File: src/common/csp_defines.vh
// Operation
// - holding priority in tuning position shows offset digits, 0.6 after power-on
// - encoder steps move the offset up or down by 100 kHz
// - store button during offset adjustment keeps the new offset until reset
// - stored channels are written only from the first tuning register
// - unwritten stored channels hold and receive the power-on preset frequency
// - one store press on a stored channel copies the first tuning register
// - a stored channel becomes operating; tuning position restores its frequency
// - channel scan cycles channels one to five, then first, second register
// - each scan button press toggles scanning, with or without squelch events
// - a setting picks stop on busy channel or stop on empty channel
// - range scan runs down from channel two edge toward channel one edge
// - at the lower edge the scan jumps to the upper edge, endlessly
// - with squelch not engaged the scan never stops on a signal
// - a manual stop without retuning resumes from the stop frequency
// - retuned while stopped restarts there, below lower edge from upper edge
// - retuned above the upper edge starts there and wraps to upper edge
// - full-band scan covers 144.000 to 145.995 MHz downward from the register
// - decimal point blinks at scan step rate while scan is active or paused
// - busy stop without timer resumes when the signal disappears
// - empty stop without timer resumes when a signal appears
// - with the stop timer on, an auto pause ends after the set interval
// - priority on lights indicator, alternates register 5 s and channel 1 s
// - transmit in priority uses the register frequency; cycle continues after
// - priority off darkens indicator and operates on the priority channel
// - duplex transmits receive minus offset; reverse swaps the two
// - steps are 5 kHz on the first register and 25 kHz on the second
`ifndef CSP_DEFINES_VH
`define CSP_DEFINES_VH

// frequencies are 5 kHz step indices counted up from 144.000 MHz
`define CSP_FREQ_MAX 9'h18F
`define CSP_BAND_SIZE 10'h190
`define CSP_FREQ_PRESET 9'h0C8
`define CSP_STEP_FIRST 9'h001
`define CSP_STEP_SECOND 9'h005

// offset counts 100 kHz units
`define CSP_OFFSET_PRESET 5'h06
`define CSP_OFFSET_MAX 5'h13

// apb register byte offsets
`define CSP_REG_CTRL 8'h00
`define CSP_REG_SCAN_PERIOD 8'h04
`define CSP_REG_STOP_TIME 8'h08
`define CSP_REG_STATUS 8'h0C
`define CSP_REG_FREQ 8'h10

// control register fields
`define CSP_CTRL_SEL_HI 2
`define CSP_CTRL_SEL_LO 0
`define CSP_CTRL_USE_SECOND 3
`define CSP_CTRL_MODE_HI 5
`define CSP_CTRL_MODE_LO 4
`define CSP_CTRL_STOP_EMPTY 6
`define CSP_CTRL_TIMER_EN 7
`define CSP_CTRL_SPLIT 8
`define CSP_CTRL_SWAPPED 9
`define CSP_CTRL_WIDTH 10

`define CSP_MODE_CHANNEL 2'h0
`define CSP_MODE_RANGE 2'h1
`define CSP_MODE_FULL 2'h2

// timing
`define CSP_CLK_KHZ 40000
`define CSP_ONE_SECOND_MS 1000
`define CSP_SCAN_TICK_MS 100
`define CSP_PRIO_TUNING_S 5'h05
`define CSP_PRIO_CHANNEL_S 5'h01
`define CSP_STOP_TIME_MIN_S 5'h05
`define CSP_STOP_TIME_MAX_S 5'h19
`define CSP_STOP_TIME_RESET 5'h05

`endif

File: src/verilog/csp_tick.v
`timescale 1ns/1ps
module csp_tick (
  input wire i_clk,
  input wire i_reset_n,
  input wire i_restart,
  input wire [31:0] i_period,
  output reg o_tick
);
  reg [31:0] count;
  wire [31:0] last = (i_period == 32'h0000_0000) ? 32'h0000_0000 :
                     i_period - 32'h0000_0001;

  always @(posedge i_clk) begin
    if (!i_reset_n || i_restart) begin
      count <= 32'h0000_0000;
      o_tick <= 1'b0;
    end else if (count >= last) begin
      count <= 32'h0000_0000;
      o_tick <= 1'b1;
    end else begin
      count <= count + 32'h0000_0001;
      o_tick <= 1'b0;
    end
  end
endmodule

File: src/verilog/csp_scan_ctrl.v
// Local design decisions: the APB slave port and the placing of the registers.
`timescale 1ns/1ps
`include "csp_defines.vh"
module csp_scan_ctrl #(
  parameter ONE_SECOND_CYCLES = `CSP_ONE_SECOND_MS * `CSP_CLK_KHZ,
  parameter SCAN_TICK_CYCLES = `CSP_SCAN_TICK_MS * `CSP_CLK_KHZ
) (
  input wire i_clk,
  input wire i_reset_n,
  input wire i_psel,
  input wire i_penable,
  input wire i_pwrite,
  input wire [7:0] i_paddr,
  input wire [31:0] i_pwdata,
  output reg [31:0] o_prdata,
  output wire o_pready,
  output reg o_pslverr,
  input wire i_enc_cw,
  input wire i_enc_ccw,
  input wire i_store_button,
  input wire i_priority_button,
  input wire i_scan_button,
  input wire i_squelch_open,
  input wire i_squelch_engaged,
  input wire i_ptt,
  output reg [8:0] o_synth_freq,
  output reg [8:0] o_display_freq,
  output reg o_tx_active,
  output reg o_offset_display,
  output reg [7:0] o_offset_digits,
  output reg o_decimal_point,
  output reg o_priority_led
);
  ////////////////////////////////////////////////////////////////////////////
  function [8:0] f_add;
    input [8:0] a;
    input [8:0] b;
    reg [9:0] s;
    begin
      s = {1'b0, a} + {1'b0, b};
      if (s >= `CSP_BAND_SIZE) begin
        s = s - `CSP_BAND_SIZE;
      end
      f_add = s[8:0];
    end
  endfunction

  function [8:0] f_sub;
    input [8:0] a;
    input [8:0] b;
    reg [9:0] s;
    begin
      if (a >= b) begin
        s = {1'b0, a} - {1'b0, b};
      end else begin
        s = {1'b0, a} + `CSP_BAND_SIZE - {1'b0, b};
      end
      f_sub = s[8:0];
    end
  endfunction

  ////////////////////////////////////////////////////////////////////////////
  // panel pins are asynchronous: two flops, then edge detection
  reg [7:0] sync1;
  reg [7:0] sync2;
  reg [7:0] prev;
  wire [7:0] pins = {i_ptt, i_squelch_engaged, i_squelch_open, i_scan_button,
                     i_priority_button, i_store_button, i_enc_ccw, i_enc_cw};
  wire [7:0] rise = sync2 & ~prev;

  always @(posedge i_clk) begin
    if (!i_reset_n) begin
      sync1 <= 8'h00;
      sync2 <= 8'h00;
      prev <= 8'h00;
    end else begin
      sync1 <= pins;
      sync2 <= sync1;
      prev <= sync2;
    end
  end

  wire cw = rise[0];
  wire ccw = rise[1];
  wire store_press = rise[2];
  wire prio_press = rise[3];
  wire prio_held = sync2[3];
  wire scan_press = rise[4];
  wire sq_open = sync2[5];
  wire sq_engaged = sync2[6];
  wire ptt = sync2[7];

  ////////////////////////////////////////////////////////////////////////////
  reg [`CSP_CTRL_WIDTH-1:0] ctrl;
  reg [31:0] scan_period;
  reg [4:0] stop_time;

  wire [2:0] sel = ctrl[`CSP_CTRL_SEL_HI:`CSP_CTRL_SEL_LO];
  wire use_second = ctrl[`CSP_CTRL_USE_SECOND];
  wire [1:0] mode = ctrl[`CSP_CTRL_MODE_HI:`CSP_CTRL_MODE_LO];
  wire stop_empty = ctrl[`CSP_CTRL_STOP_EMPTY];
  wire timer_en = ctrl[`CSP_CTRL_TIMER_EN];
  wire split = ctrl[`CSP_CTRL_SPLIT];
  wire swapped = ctrl[`CSP_CTRL_SWAPPED];
  // selector codes 6 and 7 fall back to the tuning position
  wire chan_sel = (sel >= 3'h1) && (sel <= 3'h5);
  wire [2:0] chan_idx = sel - 3'h1;

  reg [8:0] vfo_a;
  reg [8:0] vfo_b;
  reg [8:0] chan [0:4];
  reg [4:0] offset;
  reg [4:0] offset_edit;
  reg scan_on;
  reg scan_paused;
  reg skip_check;
  reg [4:0] pause_secs;
  reg [2:0] mem_idx;
  reg dp_blink;
  reg prio_on;
  reg prio_phase;
  reg [4:0] prio_secs;
  reg [2:0] prio_ch;
  reg stay_prio;
  reg [2:0] sel_prev;
  integer i;

  wire scan_tick;
  wire sec_tick;

  csp_tick u_scan_tick (
    .i_clk(i_clk),
    .i_reset_n(i_reset_n),
    .i_restart(1'b0),
    .i_period(scan_period),
    .o_tick(scan_tick)
  );

  // restarted on priority entry so the first tuning slot is a full 5 s
  csp_tick u_sec_tick (
    .i_clk(i_clk),
    .i_reset_n(i_reset_n),
    .i_restart(prio_press && chan_sel && !prio_on),
    .i_period(ONE_SECOND_CYCLES),
    .o_tick(sec_tick)
  );

  ////////////////////////////////////////////////////////////////////////////
  wire [8:0] cur_vfo = use_second ? vfo_b : vfo_a;
  wire [8:0] step = use_second ? `CSP_STEP_SECOND : `CSP_STEP_FIRST;
  wire range_mode = (mode == `CSP_MODE_RANGE);
  wire [8:0] low_edge = range_mode ? chan[0] : 9'h000;
  wire [8:0] high_edge = range_mode ? chan[1] : `CSP_FREQ_MAX;
  wire offset_view = prio_held && !chan_sel;
  wire stop_cond = sq_engaged && (stop_empty ? !sq_open : sq_open);
  wire [4:0] stop_lim = (stop_time < `CSP_STOP_TIME_MIN_S) ?
                        `CSP_STOP_TIME_MIN_S :
                        (stop_time > `CSP_STOP_TIME_MAX_S) ?
                        `CSP_STOP_TIME_MAX_S : stop_time;
  wire [4:0] prio_lim = prio_phase ? `CSP_PRIO_CHANNEL_S : `CSP_PRIO_TUNING_S;

  reg [8:0] scan_next;
  reg [8:0] tune_next;
  always @* begin
    // wrap to the upper edge once a further step would pass the lower one
    if (cur_vfo <= low_edge || cur_vfo - low_edge < step) begin
      scan_next = high_edge;
    end else begin
      scan_next = cur_vfo - step;
    end
    if (cw) begin
      tune_next = f_add(cur_vfo, step);
    end else begin
      tune_next = f_sub(cur_vfo, step);
    end
  end

  ////////////////////////////////////////////////////////////////////////////
  always @(posedge i_clk) begin
    if (!i_reset_n) begin
      vfo_a <= `CSP_FREQ_PRESET;
      vfo_b <= `CSP_FREQ_PRESET;
      for (i = 0; i < 5; i = i + 1) begin
        chan[i] <= `CSP_FREQ_PRESET;
      end
      offset <= `CSP_OFFSET_PRESET;
      offset_edit <= `CSP_OFFSET_PRESET;
      scan_on <= 1'b0;
      scan_paused <= 1'b0;
      skip_check <= 1'b0;
      pause_secs <= 5'h00;
      mem_idx <= 3'h0;
      dp_blink <= 1'b0;
      prio_on <= 1'b0;
      prio_phase <= 1'b0;
      prio_secs <= 5'h00;
      prio_ch <= 3'h0;
      stay_prio <= 1'b0;
      sel_prev <= 3'h0;
    end else begin
      sel_prev <= sel;
      if (sel != sel_prev) begin
        stay_prio <= 1'b0;
      end
      // offset adjustment while the priority button is held
      if (prio_press && !chan_sel) begin
        offset_edit <= offset;
      end else if (offset_view && cw && offset_edit < `CSP_OFFSET_MAX) begin
        offset_edit <= offset_edit + 5'h01;
      end else if (offset_view && ccw && offset_edit != 5'h00) begin
        offset_edit <= offset_edit - 5'h01;
      end
      if (offset_view && store_press) begin
        offset <= offset_edit;
      end
      // stored channels take the first register only
      if (store_press && chan_sel) begin
        chan[chan_idx] <= vfo_a;
      end
      // tuning-register updates: scan step, start adjust, knob, transfer
      if (scan_on && !scan_paused && scan_tick && !(stop_cond && !skip_check)
          && mode != `CSP_MODE_CHANNEL) begin
        if (use_second) begin
          vfo_b <= scan_next;
        end else begin
          vfo_a <= scan_next;
        end
      end else if (scan_press && !scan_on && range_mode
                   && cur_vfo < low_edge) begin
        if (use_second) begin
          vfo_b <= high_edge;
        end else begin
          vfo_a <= high_edge;
        end
      end else if (!scan_on && !offset_view && !chan_sel && (cw || ccw)) begin
        if (use_second) begin
          vfo_b <= tune_next;
        end else begin
          vfo_a <= tune_next;
        end
      end else if (store_press && !offset_view && !chan_sel) begin
        if (use_second) begin
          vfo_b <= vfo_a;
        end else begin
          vfo_a <= vfo_b;
        end
      end
      // scan run, manual toggle and automatic pause
      if (scan_press) begin
        scan_on <= !scan_on;
        scan_paused <= 1'b0;
        skip_check <= 1'b0;
      end else if (scan_on && !scan_paused && scan_tick) begin
        if (stop_cond && !skip_check) begin
          scan_paused <= 1'b1;
          pause_secs <= 5'h00;
        end else begin
          skip_check <= 1'b0;
          if (mode == `CSP_MODE_CHANNEL) begin
            mem_idx <= (mem_idx == 3'h6) ? 3'h0 : mem_idx + 3'h1;
          end
        end
      end else if (scan_on && scan_paused) begin
        if (timer_en) begin
          if (sec_tick) begin
            if (pause_secs + 5'h01 >= stop_lim) begin
              scan_paused <= 1'b0;
              skip_check <= 1'b1;
            end else begin
              pause_secs <= pause_secs + 5'h01;
            end
          end
        end else if (!stop_cond) begin
          scan_paused <= 1'b0;
        end
      end
      if (!scan_on) begin
        dp_blink <= 1'b0;
      end else if (scan_tick) begin
        dp_blink <= !dp_blink;
      end
      // priority alternation
      if (prio_press && chan_sel) begin
        prio_on <= !prio_on;
        prio_phase <= 1'b0;
        prio_secs <= 5'h00;
        prio_ch <= chan_idx;
        stay_prio <= prio_on;
      end else if (prio_on && sec_tick) begin
        if (prio_secs + 5'h01 >= prio_lim) begin
          prio_phase <= !prio_phase;
          prio_secs <= 5'h00;
        end else begin
          prio_secs <= prio_secs + 5'h01;
        end
      end
    end
  end

  ////////////////////////////////////////////////////////////////////////////
  reg [8:0] op_freq;
  reg [8:0] tx_base;
  reg [8:0] rx_freq;
  reg [8:0] tx_freq;
  wire [8:0] off_units = {offset, 4'h0} + {2'b00, offset, 2'b00};

  always @* begin
    if (scan_on && mode == `CSP_MODE_CHANNEL) begin
      if (mem_idx < 3'h5) begin
        op_freq = chan[mem_idx];
      end else if (mem_idx == 3'h5) begin
        op_freq = vfo_a;
      end else begin
        op_freq = vfo_b;
      end
    end else if (prio_on) begin
      op_freq = prio_phase ? chan[prio_ch] : cur_vfo;
    end else if (stay_prio) begin
      op_freq = chan[prio_ch];
    end else if (chan_sel) begin
      op_freq = chan[chan_idx];
    end else begin
      op_freq = cur_vfo;
    end
    // while priority is on, transmit uses the tuning register, not the priority channel
    tx_base = prio_on ? cur_vfo : op_freq;
    if (!split) begin
      rx_freq = op_freq;
      tx_freq = tx_base;
    end else if (!swapped) begin
      rx_freq = op_freq;
      tx_freq = f_sub(tx_base, off_units);
    end else begin
      rx_freq = f_sub(op_freq, off_units);
      tx_freq = tx_base;
    end
  end

  always @(posedge i_clk) begin
    if (!i_reset_n) begin
      o_synth_freq <= `CSP_FREQ_PRESET;
      o_display_freq <= `CSP_FREQ_PRESET;
      o_tx_active <= 1'b0;
      o_offset_display <= 1'b0;
      o_offset_digits <= 8'h06;
      o_decimal_point <= 1'b1;
      o_priority_led <= 1'b0;
    end else begin
      o_synth_freq <= ptt ? tx_freq : rx_freq;
      o_display_freq <= ptt ? tx_freq : rx_freq;
      o_tx_active <= ptt;
      o_offset_display <= offset_view;
      if (offset_edit >= 5'h0A) begin
        o_offset_digits <= {4'h1, offset_edit[3:0] - 4'hA};
      end else begin
        o_offset_digits <= {4'h0, offset_edit[3:0]};
      end
      o_decimal_point <= scan_on ? dp_blink : 1'b1;
      o_priority_led <= prio_on;
    end
  end

  ////////////////////////////////////////////////////////////////////////////
  // apb slave: zero wait states, read data captured in the setup cycle
  assign o_pready = 1'b1;
  wire apb_write = i_psel && i_penable && i_pwrite;

  always @(posedge i_clk) begin
    if (!i_reset_n) begin
      ctrl <= {`CSP_CTRL_WIDTH{1'b0}};
      scan_period <= SCAN_TICK_CYCLES;
      stop_time <= `CSP_STOP_TIME_RESET;
    end else if (apb_write) begin
      case (i_paddr)
        `CSP_REG_CTRL: begin
          ctrl <= i_pwdata[`CSP_CTRL_WIDTH-1:0];
        end
        `CSP_REG_SCAN_PERIOD: begin
          scan_period <= i_pwdata;
        end
        `CSP_REG_STOP_TIME: begin
          stop_time <= i_pwdata[4:0];
        end
        default: begin
        end
      endcase
    end
  end

  always @(posedge i_clk) begin
    if (!i_reset_n) begin
      o_prdata <= 32'h0000_0000;
      o_pslverr <= 1'b0;
    end else if (i_psel && !i_penable) begin
      o_pslverr <= 1'b0;
      case (i_paddr)
        `CSP_REG_CTRL: begin
          o_prdata <= {22'h00_0000, ctrl};
        end
        `CSP_REG_SCAN_PERIOD: begin
          o_prdata <= scan_period;
        end
        `CSP_REG_STOP_TIME: begin
          o_prdata <= {27'h000_0000, stop_time};
        end
        `CSP_REG_STATUS: begin
          o_prdata <= {14'h0000, mem_idx, prio_phase, offset_edit, offset,
                       offset_view, prio_on, scan_paused, scan_on};
        end
        `CSP_REG_FREQ: begin
          o_prdata <= {7'h00, tx_freq, 7'h00, rx_freq};
        end
        default: begin
          o_prdata <= 32'h0000_0000;
          o_pslverr <= 1'b1;
        end
      endcase
    end
  end
endmodule

File: config.mk
export PLATFORM = sky130hd
export DESIGN_NAME = csp_scan_ctrl
export DESIGN_NICKNAME = d
export VERILOG_FILES = /design/src/verilog/csp_tick.v /design/src/verilog/csp_scan_ctrl.v
export VERILOG_INCLUDE_DIRS = /design/src /design/src/common
export SDC_FILE = /design/constraint.sdc
export NUM_CORES = 1
export LEC_CHECK = 0
export ABC_AREA = 1
export BUFFER_PORTS_ARGS = -buffer_cell sky130_fd_sc_hd__buf_2
export CORE_MARGIN = 8
export CORE_UTILIZATION = 45
export DETAILED_ROUTE_END_ITERATION = 8
export PLACE_DENSITY = 0.67
export SLEW_MARGIN = 40
export SYNTH_ARGS = -nofsm -noshare
export SYNTH_HDL_FRONTEND = slang
export SYNTH_HIERARCHICAL = 1
export SYNTH_SLANG_ARGS = --single-unit
File: constraint.sdc
create_clock -name i_clk -period 4.9 [get_ports i_clk]
set_input_delay 0 -clock i_clk [delete_from_list [all_inputs] [get_ports i_clk]]
set_output_delay 0 -clock i_clk [all_outputs]
set_load 0.1 [all_outputs]
==> results of run 1 <==
==> power by group <==
group          leakage [nW]  switching (mW)  internal, mW
Combinational          8.75           0.728         0.333
Sequential             2.64          0.0436          2.71
Clock                 0.633            1.17          1.73
==> final cells by class <==
| cell class | instances | area, um2 | area share |
|---|---|---|---|
| antenna | 1 | 2.50 | 0.0000942 |
| timing repair buffer | 215 | 1480 | 0.0556 |
| tap | 680 | 851 | 0.0320 |
| inverter | 413 | 1550 | 0.0585 |
| sequential | 317 | 7070 | 0.266 |
| multi-input combinational | 2681 | 14300 | 0.540 |
| clock buffer | 53 | 1100 | 0.0414 |
| clock inverter | 15 | 169 | 0.00636 |
==> cell families after synthesis <==
kind of cell             count (synthesis)  share of synthesized area
AO/OA/AOI/OAI                          611                      0.152
buffers and inverters                  520                     0.0911
flip-flops                             317                      0.307
multiplexers                             1                   0.000435
other                                    2                   0.000327
XOR/XNOR                               118                     0.0458
AND/OR/NAND/NOR                       1665                      0.312
adder cells (fa/ha/maj)                162                     0.0914
==> synthesized netlist by cell type, drive strengths merged, types with 15 or more instances <==
library cell / n
nand4: 39
o21ai: 229
o211ai: 32
o22ai: 23
edfxtp: 72
a21oi: 230
nand3b: 15
nor2: 457
dfxtp: 245
xor2: 75
clkbuf: 53
nand2: 837
a31oi: 15
or2: 33
nand3: 216
ha: 152
inv: 408
xnor2: 43
nor3: 57
buf: 54
==> worst max path at each step <==
stage	to	startpoint	slack, ps
floorplan	o_prdata[23]$_SDFFE_PN0P_	ctrl[0]$_SDFFE_PN0P_	820
global placement	o_prdata[23]$_SDFFE_PN0P_	ctrl[1]$_SDFFE_PN0P_	550
detailed placement	o_prdata[23]$_SDFFE_PN0P_	ctrl[1]$_SDFFE_PN0P_	500
CTS	o_prdata[23]$_SDFFE_PN0P_	ctrl[1]$_SDFFE_PN0P_	480
global route	o_prdata[19]$_SDFFE_PN0P_	ctrl[1]$_SDFFE_PN0P_	70
finish	vfo_a[6]$_SDFFE_PN1P_	ctrl[3]$_SDFFE_PN0P_	510
==> through the flow <==
| step | util | setup slack (ps) | instance area, um2 |
|---|---|---|---|
| 2_1_floorplan | - | 819 | 23500 |
| 3_3_place_gp | 0.486 | 552 | 24700 |
| 3_5_place_dp | 0.486 | 505 | 24700 |
| 4_1_cts | 0.521 | 479 | 26500 |
| 5_1_grt | 0.522 | 66.7 | 26600 |
| 6_report | 0.522 | 511 | 26600 |
==> sequential cells by signal, indices dropped and copies added, names as in the netlist, 8 cells and up, named ones only <==
register,flops
u_scan_tick/count,32
scan_period,32
o_prdata,32
chan,72
o_display_freq,9
sync1,8
vfo_b,9
sync2,8
u_sec_tick/count,32
ctrl,10
vfo_a,9
==> worst register-to-register path, stage by stage (launching register included) <==
cell and delay (ps):
dfxtp_1 770, nand2_1 240, inv_1 170, nor2_1 60
inv_1 140, ha_1 310, a21oi_1 230, o21a_1 130
o31ai_1 110, a21o_1 180, a21oi_1 210, o21bai_1 120
a21oi_1 160, nand2_1 290, nand3_1 260, nand2_1 80
nand2_1 380, buf_4 260, o21ai_0 80, inv_1 80
nand2_1 50
==> routing by layer <==
metal  track usage  share of wire  vias to the layer above
li1              -              -                    11600
met1         0.325           0.44                    10500
met2         0.396           0.45                      915
met3        0.0344          0.071                      189
met4        0.0986          0.039                        0
met5             0              0                        -
==> repair_timing <==
item,in CTS,in global routing
hold endpoints to repair,69,0
hold buffers,51,0
setup endpoints to repair,0,5
resized for setup,0,7
==> results by group, run 1 <==
Critical path
  • Worst r2r path cells: 20
  • Crit-path max FO: 17
  • Worst setup path category: reg -> reg
  • Crit path max-delay family: simple AND/OR/NAND/NOR gates
  • Reg2reg setup slack: 510 ps
  • Worst r2r src: ctrl[3]$_SDFFE_PN0P_
  • Critical-path cell list: nand2_1 -> inv_1 -> nor2_1 -> inv_1 -> ha_1 -> a21oi_1 -> o21a_1 -> o31ai_1 -> a21o_1 -> a21oi_1 -> o21bai_1 -> a21oi_1 -> nand2_1 -> nand3_1 -> nand2_1 -> nand2_1 -> buf_4 -> o21ai_0 -> inv_1 -> nand2_1
  • CP peak stage delay: 770 ps
  • Most used cell, CP: nand2_1
  • Critical path arrival: 4850 ps
  • Critical Path RT: 5360 ps
  • CP endpoint kind: register
  • WP depth: 20
  • CP startpoint kind: register
  • Bufs and invs on worst path: 4
  • RR Endpoint: vfo_a[6]$_SDFFE_PN1P_
  • Crit path max-delay cell type: dfxtp_1

Timing
  • Hold WS: 19.0 ps
  • Final setup vio count: 0
  • Final Critical Period: 4390 ps
  • Total negative slack: 0 ps
  • Unrepaired setup endpoints after global routing: false
  • Slew of the pin with the lowest slew margin: 840 ps
  • Final Hold Fails: 0
  • Max-slew headroom: 0.440
  • Clock Skew: 33.9 ps
  • Achievable clock frequency: 228 MHz
  • Fin. max-slew vios: 0
  • Fin crit share: 0.896

Floorplanning
  • Full die area: 58600 um2
  • Starting Density: 0.452
  • # rows: 83
  • Die X-Extent: 242 um
  • Core box area: 50900 um2
  • IO Count: 117
  • Die height: 242 um

Final layout
  • # fillers: 5156
  • Leading cell type in the layout, fill and taps excluded: nand2_1
  • Final #Nets: 3880
  • Area grow syn2layout: 15.5%
  • Most frequent cells in the layout: 827 x nand2_1, 415 x nor2_1, 381 x inv_1
  • Layout cell share with drive strength beyond 1: 0.102
  • Fin cells: 4375

Power and ir drop
  • Overall Power: 6.71 mW
  • P per Cell Area: 253 nW/um2
  • LEAKAGE: 12.0 nW
  • Peak supply drop: 305 uV

Run
  • # Max-Cap Violations: 0

Clock tree
  • H-tree depth: 2
  • Clock latency at the later pin of the worst-skew pair: 570 ps
  • Sink Count: 317
  • CTS Buf Count: 37
  • CTS clk-pin slew, worst paths: 60 ps
  • Post-CTS setup buffer count: 0
  • Largest buffer count on any clock path: 3
  • Clk root buf: clkbuf_16
  • TritonCTS clock tree: built

Synthesis
  • Synth Register Bits: 317
  • Syn Inst Count: 3396
  • Synth warn: 6
  • Ranking of synthesized cells by area: dfxtp_1 21%, nand2_1 13%, edfxtp_1 9.4%
  • Async set-reset flop share out of synthesis: 0
  • Post-synth EDFFs: 72
  • Primary FF master, synth: dfxtp_1
  • Post-Syn Area: 23000 um2
  • Mean Syn Cell Area: 6.77 um2
  • Post-synthesis sequential area ratio: 0.307
  • Dominant cell type by area after synthesis: dfxtp_1
  • Netlist cell types: 70
  • Share of the synthesized area in the top cell type: 0.213

Global route
  • Largest net degree at the start of global routing: 60
  • Total GRT Usage: 0.244
  • Number of global-route vias before repair: 21.5k
  • Antenna violations before repair: 1
  • Grt total ovfl: 0
  • First-pass GRT wire length: 116000 um

Place
  • IO Port Bufs: 112
  • GPL Wtd Cong: 0.995
  • Placed cell count: 4255
  • Dpl hpwl: 57000 um

Routing
  • DRT Pass-1 Iters: 6
  • Via Count: 23.2k
  • DRT iter0 DRCs: 2262
  • DRT antenna net count: 0
  • DRT Wirelength: 74500 um
  • Routed wire length per instance: 17.0 um
  • Drt drc: 0
  • Drt via density: 5.29

Status
  • Status: finished, final reports clean

Worst hold path
  • Hold endpoint: o_prdata[24]$_SDFFE_PN0P_
  • Hold WC Path Type: in -> reg
  • Cells on Worst Hold Path: 8
  • Worst hold start: i_paddr[5]
(Power assumes the default switching activity.)
==> run 2: changes to the inputs <==
==> constraint.sdc (replaced) <==
create_clock -name i_clk -period 4.9 [get_ports i_clk]
set_input_delay 0.49 -clock i_clk [delete_from_list [all_inputs] [get_ports i_clk]]
set_output_delay 0.49 -clock i_clk [all_outputs]
set_load 0.1 [all_outputs]
==> results by group, run 2 (synthesized netlist as in run 1, its figures left out) <==
Global route
  • Grt total ovfl: 0 (unchanged)
  • Most Crowded Layer GR: met2
  • Met1 Use GR: 0.320 (-0.00465)
  • Met2 Track Usage GR: 0.387 (-0.00889)
  • Largest net degree at the start of global routing: 64 (+6.7%)
  • Met3 GRT Util: 0.0344 (unchanged)
  • Number of global-route vias before repair: 21.3k (-0.93%)
  • First-pass GRT wire length: 115000 um (-0.78%)
  • Total GRT Usage: 0.241 (-0.00384)
  • Antenna violations before repair: 2 (+1)

Critical path
  • Worst r2r path cells: 30 (+50%)
  • RR Endpoint: o_prdata[23]$_SDFFE_PN0P_
  • Crit path max-delay cell type: dfxtp_1
  • Worst setup path category: reg -> reg
  • Critical path arrival: 4810 ps (-40 ps)
  • Reg2reg setup slack: 500 ps (about the same)
  • Crit-path max FO: 9 (-8)
  • Most used cell, CP: nand2_1
  • Critical Path RT: 5310 ps (-50 ps)
  • CP startpoint kind: register
  • CP endpoint kind: register
  • CP peak stage delay: 390 ps (-380 ps)
  • Worst r2r src: ctrl[1]$_SDFFE_PN0P_

Clock tree
  • TritonCTS clock tree: built
  • Largest buffer count on any clock path: 3 (unchanged)
  • CTS clk-pin slew, worst paths: 60 ps (about the same)
  • CTS Buf Count: 39 (+5.4%)
  • Clock latency at the later pin of the worst-skew pair: 550 ps (-20 ps)
  • Post-CTS setup buffer count: 0 (unchanged)
  • Clk root buf: clkbuf_16
  • H-tree depth: 2 (unchanged)
  • Sink Count: 317 (unchanged)
  • Cts hold-fix bufs: 0 (-100%)

Power and ir drop
  • Share of power burned in registers: 0.404 (-0.007)
  • LEAKAGE: 11.9 nW (-1.1%)
  • Peak supply drop: 270 uV (-11%)
  • Overall Power: 6.83 mW (+1.7%)
  • Switching Share: 0.285 (-0.00379)
  • P per Cell Area: 261 nW/um2 (+3.2%)
  • Combinational share of power: 0.151 (-0.007)
  • Net switching power: 1.94 mW (+0.34%)
  • Cell internal pwr: 4.88 mW (+2.2%)
  • Clock network power share: 0.446 (+0.015)

Final layout
  • Final core occ: 0.514 (-0.00770)
  • Max reg flops: 72 (unchanged)
  • Most frequent cells in the layout: 827 x nand2_1, 415 x nor2_1, 381 x inv_1
  • # fillers: 5222 (+1.3%)
  • Area grow syn2layout: 13.8%
  • Top reg by flops: chan
  • Final #Nets: 3836 (-1.1%)
  • Leading cell type in the layout, fill and taps excluded: nand2_1
  • Layout cell share with drive strength beyond 1: 0.105 (+0.00315)

Routing
  • DRT iter0 DRCs: 2274 (+0.53%)
  • Drt via density: 5.26 (-0.61%)
  • DRT Wirelength: 72800 um (-2.2%)
  • Via Count: 22.8k (-1.6%)
  • DRT Pass-1 Iters: 6 (unchanged)
  • Routed wire length per instance: 16.8 um (-1.2%)
  • Drt drc: 0 (unchanged)
  • DRT antenna net count: 0 (unchanged)

Timing
  • Achievable clock frequency: 227 MHz (-0.23%)
  • Final Hold Fails: 0 (unchanged)
  • Unrepaired setup endpoints after global routing: false
  • Max-slew headroom: 0.461 (+0.0210)
  • Fin crit share: 0.898 (+0.00206)
  • Hold WS: 125 ps (+106 ps)
  • Fin. max-slew vios: 0 (unchanged)
  • Final Critical Period: 4400 ps (+10.1 ps)
  • Clock Skew: 18.8 ps (-15.1 ps)
  • Slew of the pin with the lowest slew margin: 802 ps (-37.7 ps)
  • Total negative slack: 0 ps (unchanged)
  • Final setup vio count: 0 (unchanged)

Floorplanning
  • Starting Density: 0.452 (unchanged)
  • Die X-Extent: 242 um (unchanged)
  • Die height: 242 um (unchanged)
  • Full die area: 58600 um2 (unchanged)
  • Core box area: 50900 um2 (unchanged)
  • # rows: 83 (unchanged)
  • IO Count: 117 (unchanged)

Worst hold path
  • Worst hold start: i_squelch_engaged
  • Hold endpoint: sync1[6]$_SDFF_PN0_
  • Cells on Worst Hold Path: 3 (-5)
  • Hold WC Path Type: in -> reg

Run
  • # Max-Cap Violations: 0 (unchanged)

Place
  • Dpl hpwl: 56800 um (-0.27%)
  • GPL Wtd Cong: 0.980 (-1.5%)
  • IO Port Bufs: 112 (unchanged)

Status
  • Status: finished, final reports clean
run 2: changes by cell type in the layout (fill, tap and decap cells not counted), sizes merged:
cell / previous run / this run
diode: 1 / 2
buf: 164 / 169
inv: 409 / 410
clkbuf: 53 / 54
dlygate4sd3: 51 / 0
run 2: stage by stage:
stage          instance area [um2]  cells  worst slack, ps
6_report                     26200   4332              501
5_1_grt                      26200   4332             63.9
4_1_cts                      26100   4330              448
3_5_place_dp                 24800   4260              466
3_3_place_gp                 24800   4260              545
2_1_floorplan                23500   3518              819
run 2: power by group through the flow:
| stage | logic [mW] | registers (mW) | clock network, mW |
|---|---|---|---|
| 5_1_grt | 1.14 | 2.76 | 3.19 |
| 2_1_floorplan | 0.675 | 2.87 | 0 |
| 6_report | 1.03 | 2.76 | 3.04 |
| 4_1_cts | 1.01 | 2.75 | 3.09 |
| 3_5_place_dp | 1.00 | 2.81 | 0 |
| 3_3_place_gp | 1.00 | 2.81 | 0 |
run 2: worst max path at each step:
stage                         startpoint                   endpoint  slack, ps  cells past startpoint
detailed placement  ctrl[1]$_SDFFE_PN0P_  o_prdata[23]$_SDFFE_PN0P_        470                     31
global route        ctrl[1]$_SDFFE_PN0P_  o_prdata[23]$_SDFFE_PN0P_         60                     32
CTS                 ctrl[1]$_SDFFE_PN0P_  o_prdata[23]$_SDFFE_PN0P_        450                     31
global placement    ctrl[1]$_SDFFE_PN0P_  o_prdata[23]$_SDFFE_PN0P_        540                     31
finish              ctrl[1]$_SDFFE_PN0P_  o_prdata[23]$_SDFFE_PN0P_        500                     30
floorplan           ctrl[0]$_SDFFE_PN0P_  o_prdata[23]$_SDFFE_PN0P_        820                     31
run 2: per-layer routing:
metal	wire length [um]	vias to the layer above
li1	-	11500
met1	32300	10300
met2	32300	819
met3	5160	188
met4	3050	0
met5	0	-
run 2: worst max-delay path: cells and delay by family (launching register included):
| kind | cells | cell delay, ps |
|---|---|---|
| simple gates | 14 | 1380 |
| compound gates | 7 | 940 |
| buf+inv | 5 | 530 |
| xor+xnor | 1 | 130 |
| flops | 1 | 390 |
| fa+ha+maj | 3 | 890 |
run 2: final cells by class:
class,count,area (um2),share of cell area
Inverter,413,1550,0.0594
Clock inverter,16,169,0.00646
Antenna cell,2,5.00,0.000191
Sequential cell,317,7070,0.270
Timing Repair Buffer,169,991,0.0379
Clock buffer,54,1190,0.0454
Tap cell,680,851,0.0325
Multi-Input combinational cell,2681,14300,0.548
run 2: timing repair:
action	in CTS	in global routing
endpoints found under the hold margin	0	0
resized for setup	0	7
endpoints found under the setup margin	0	5
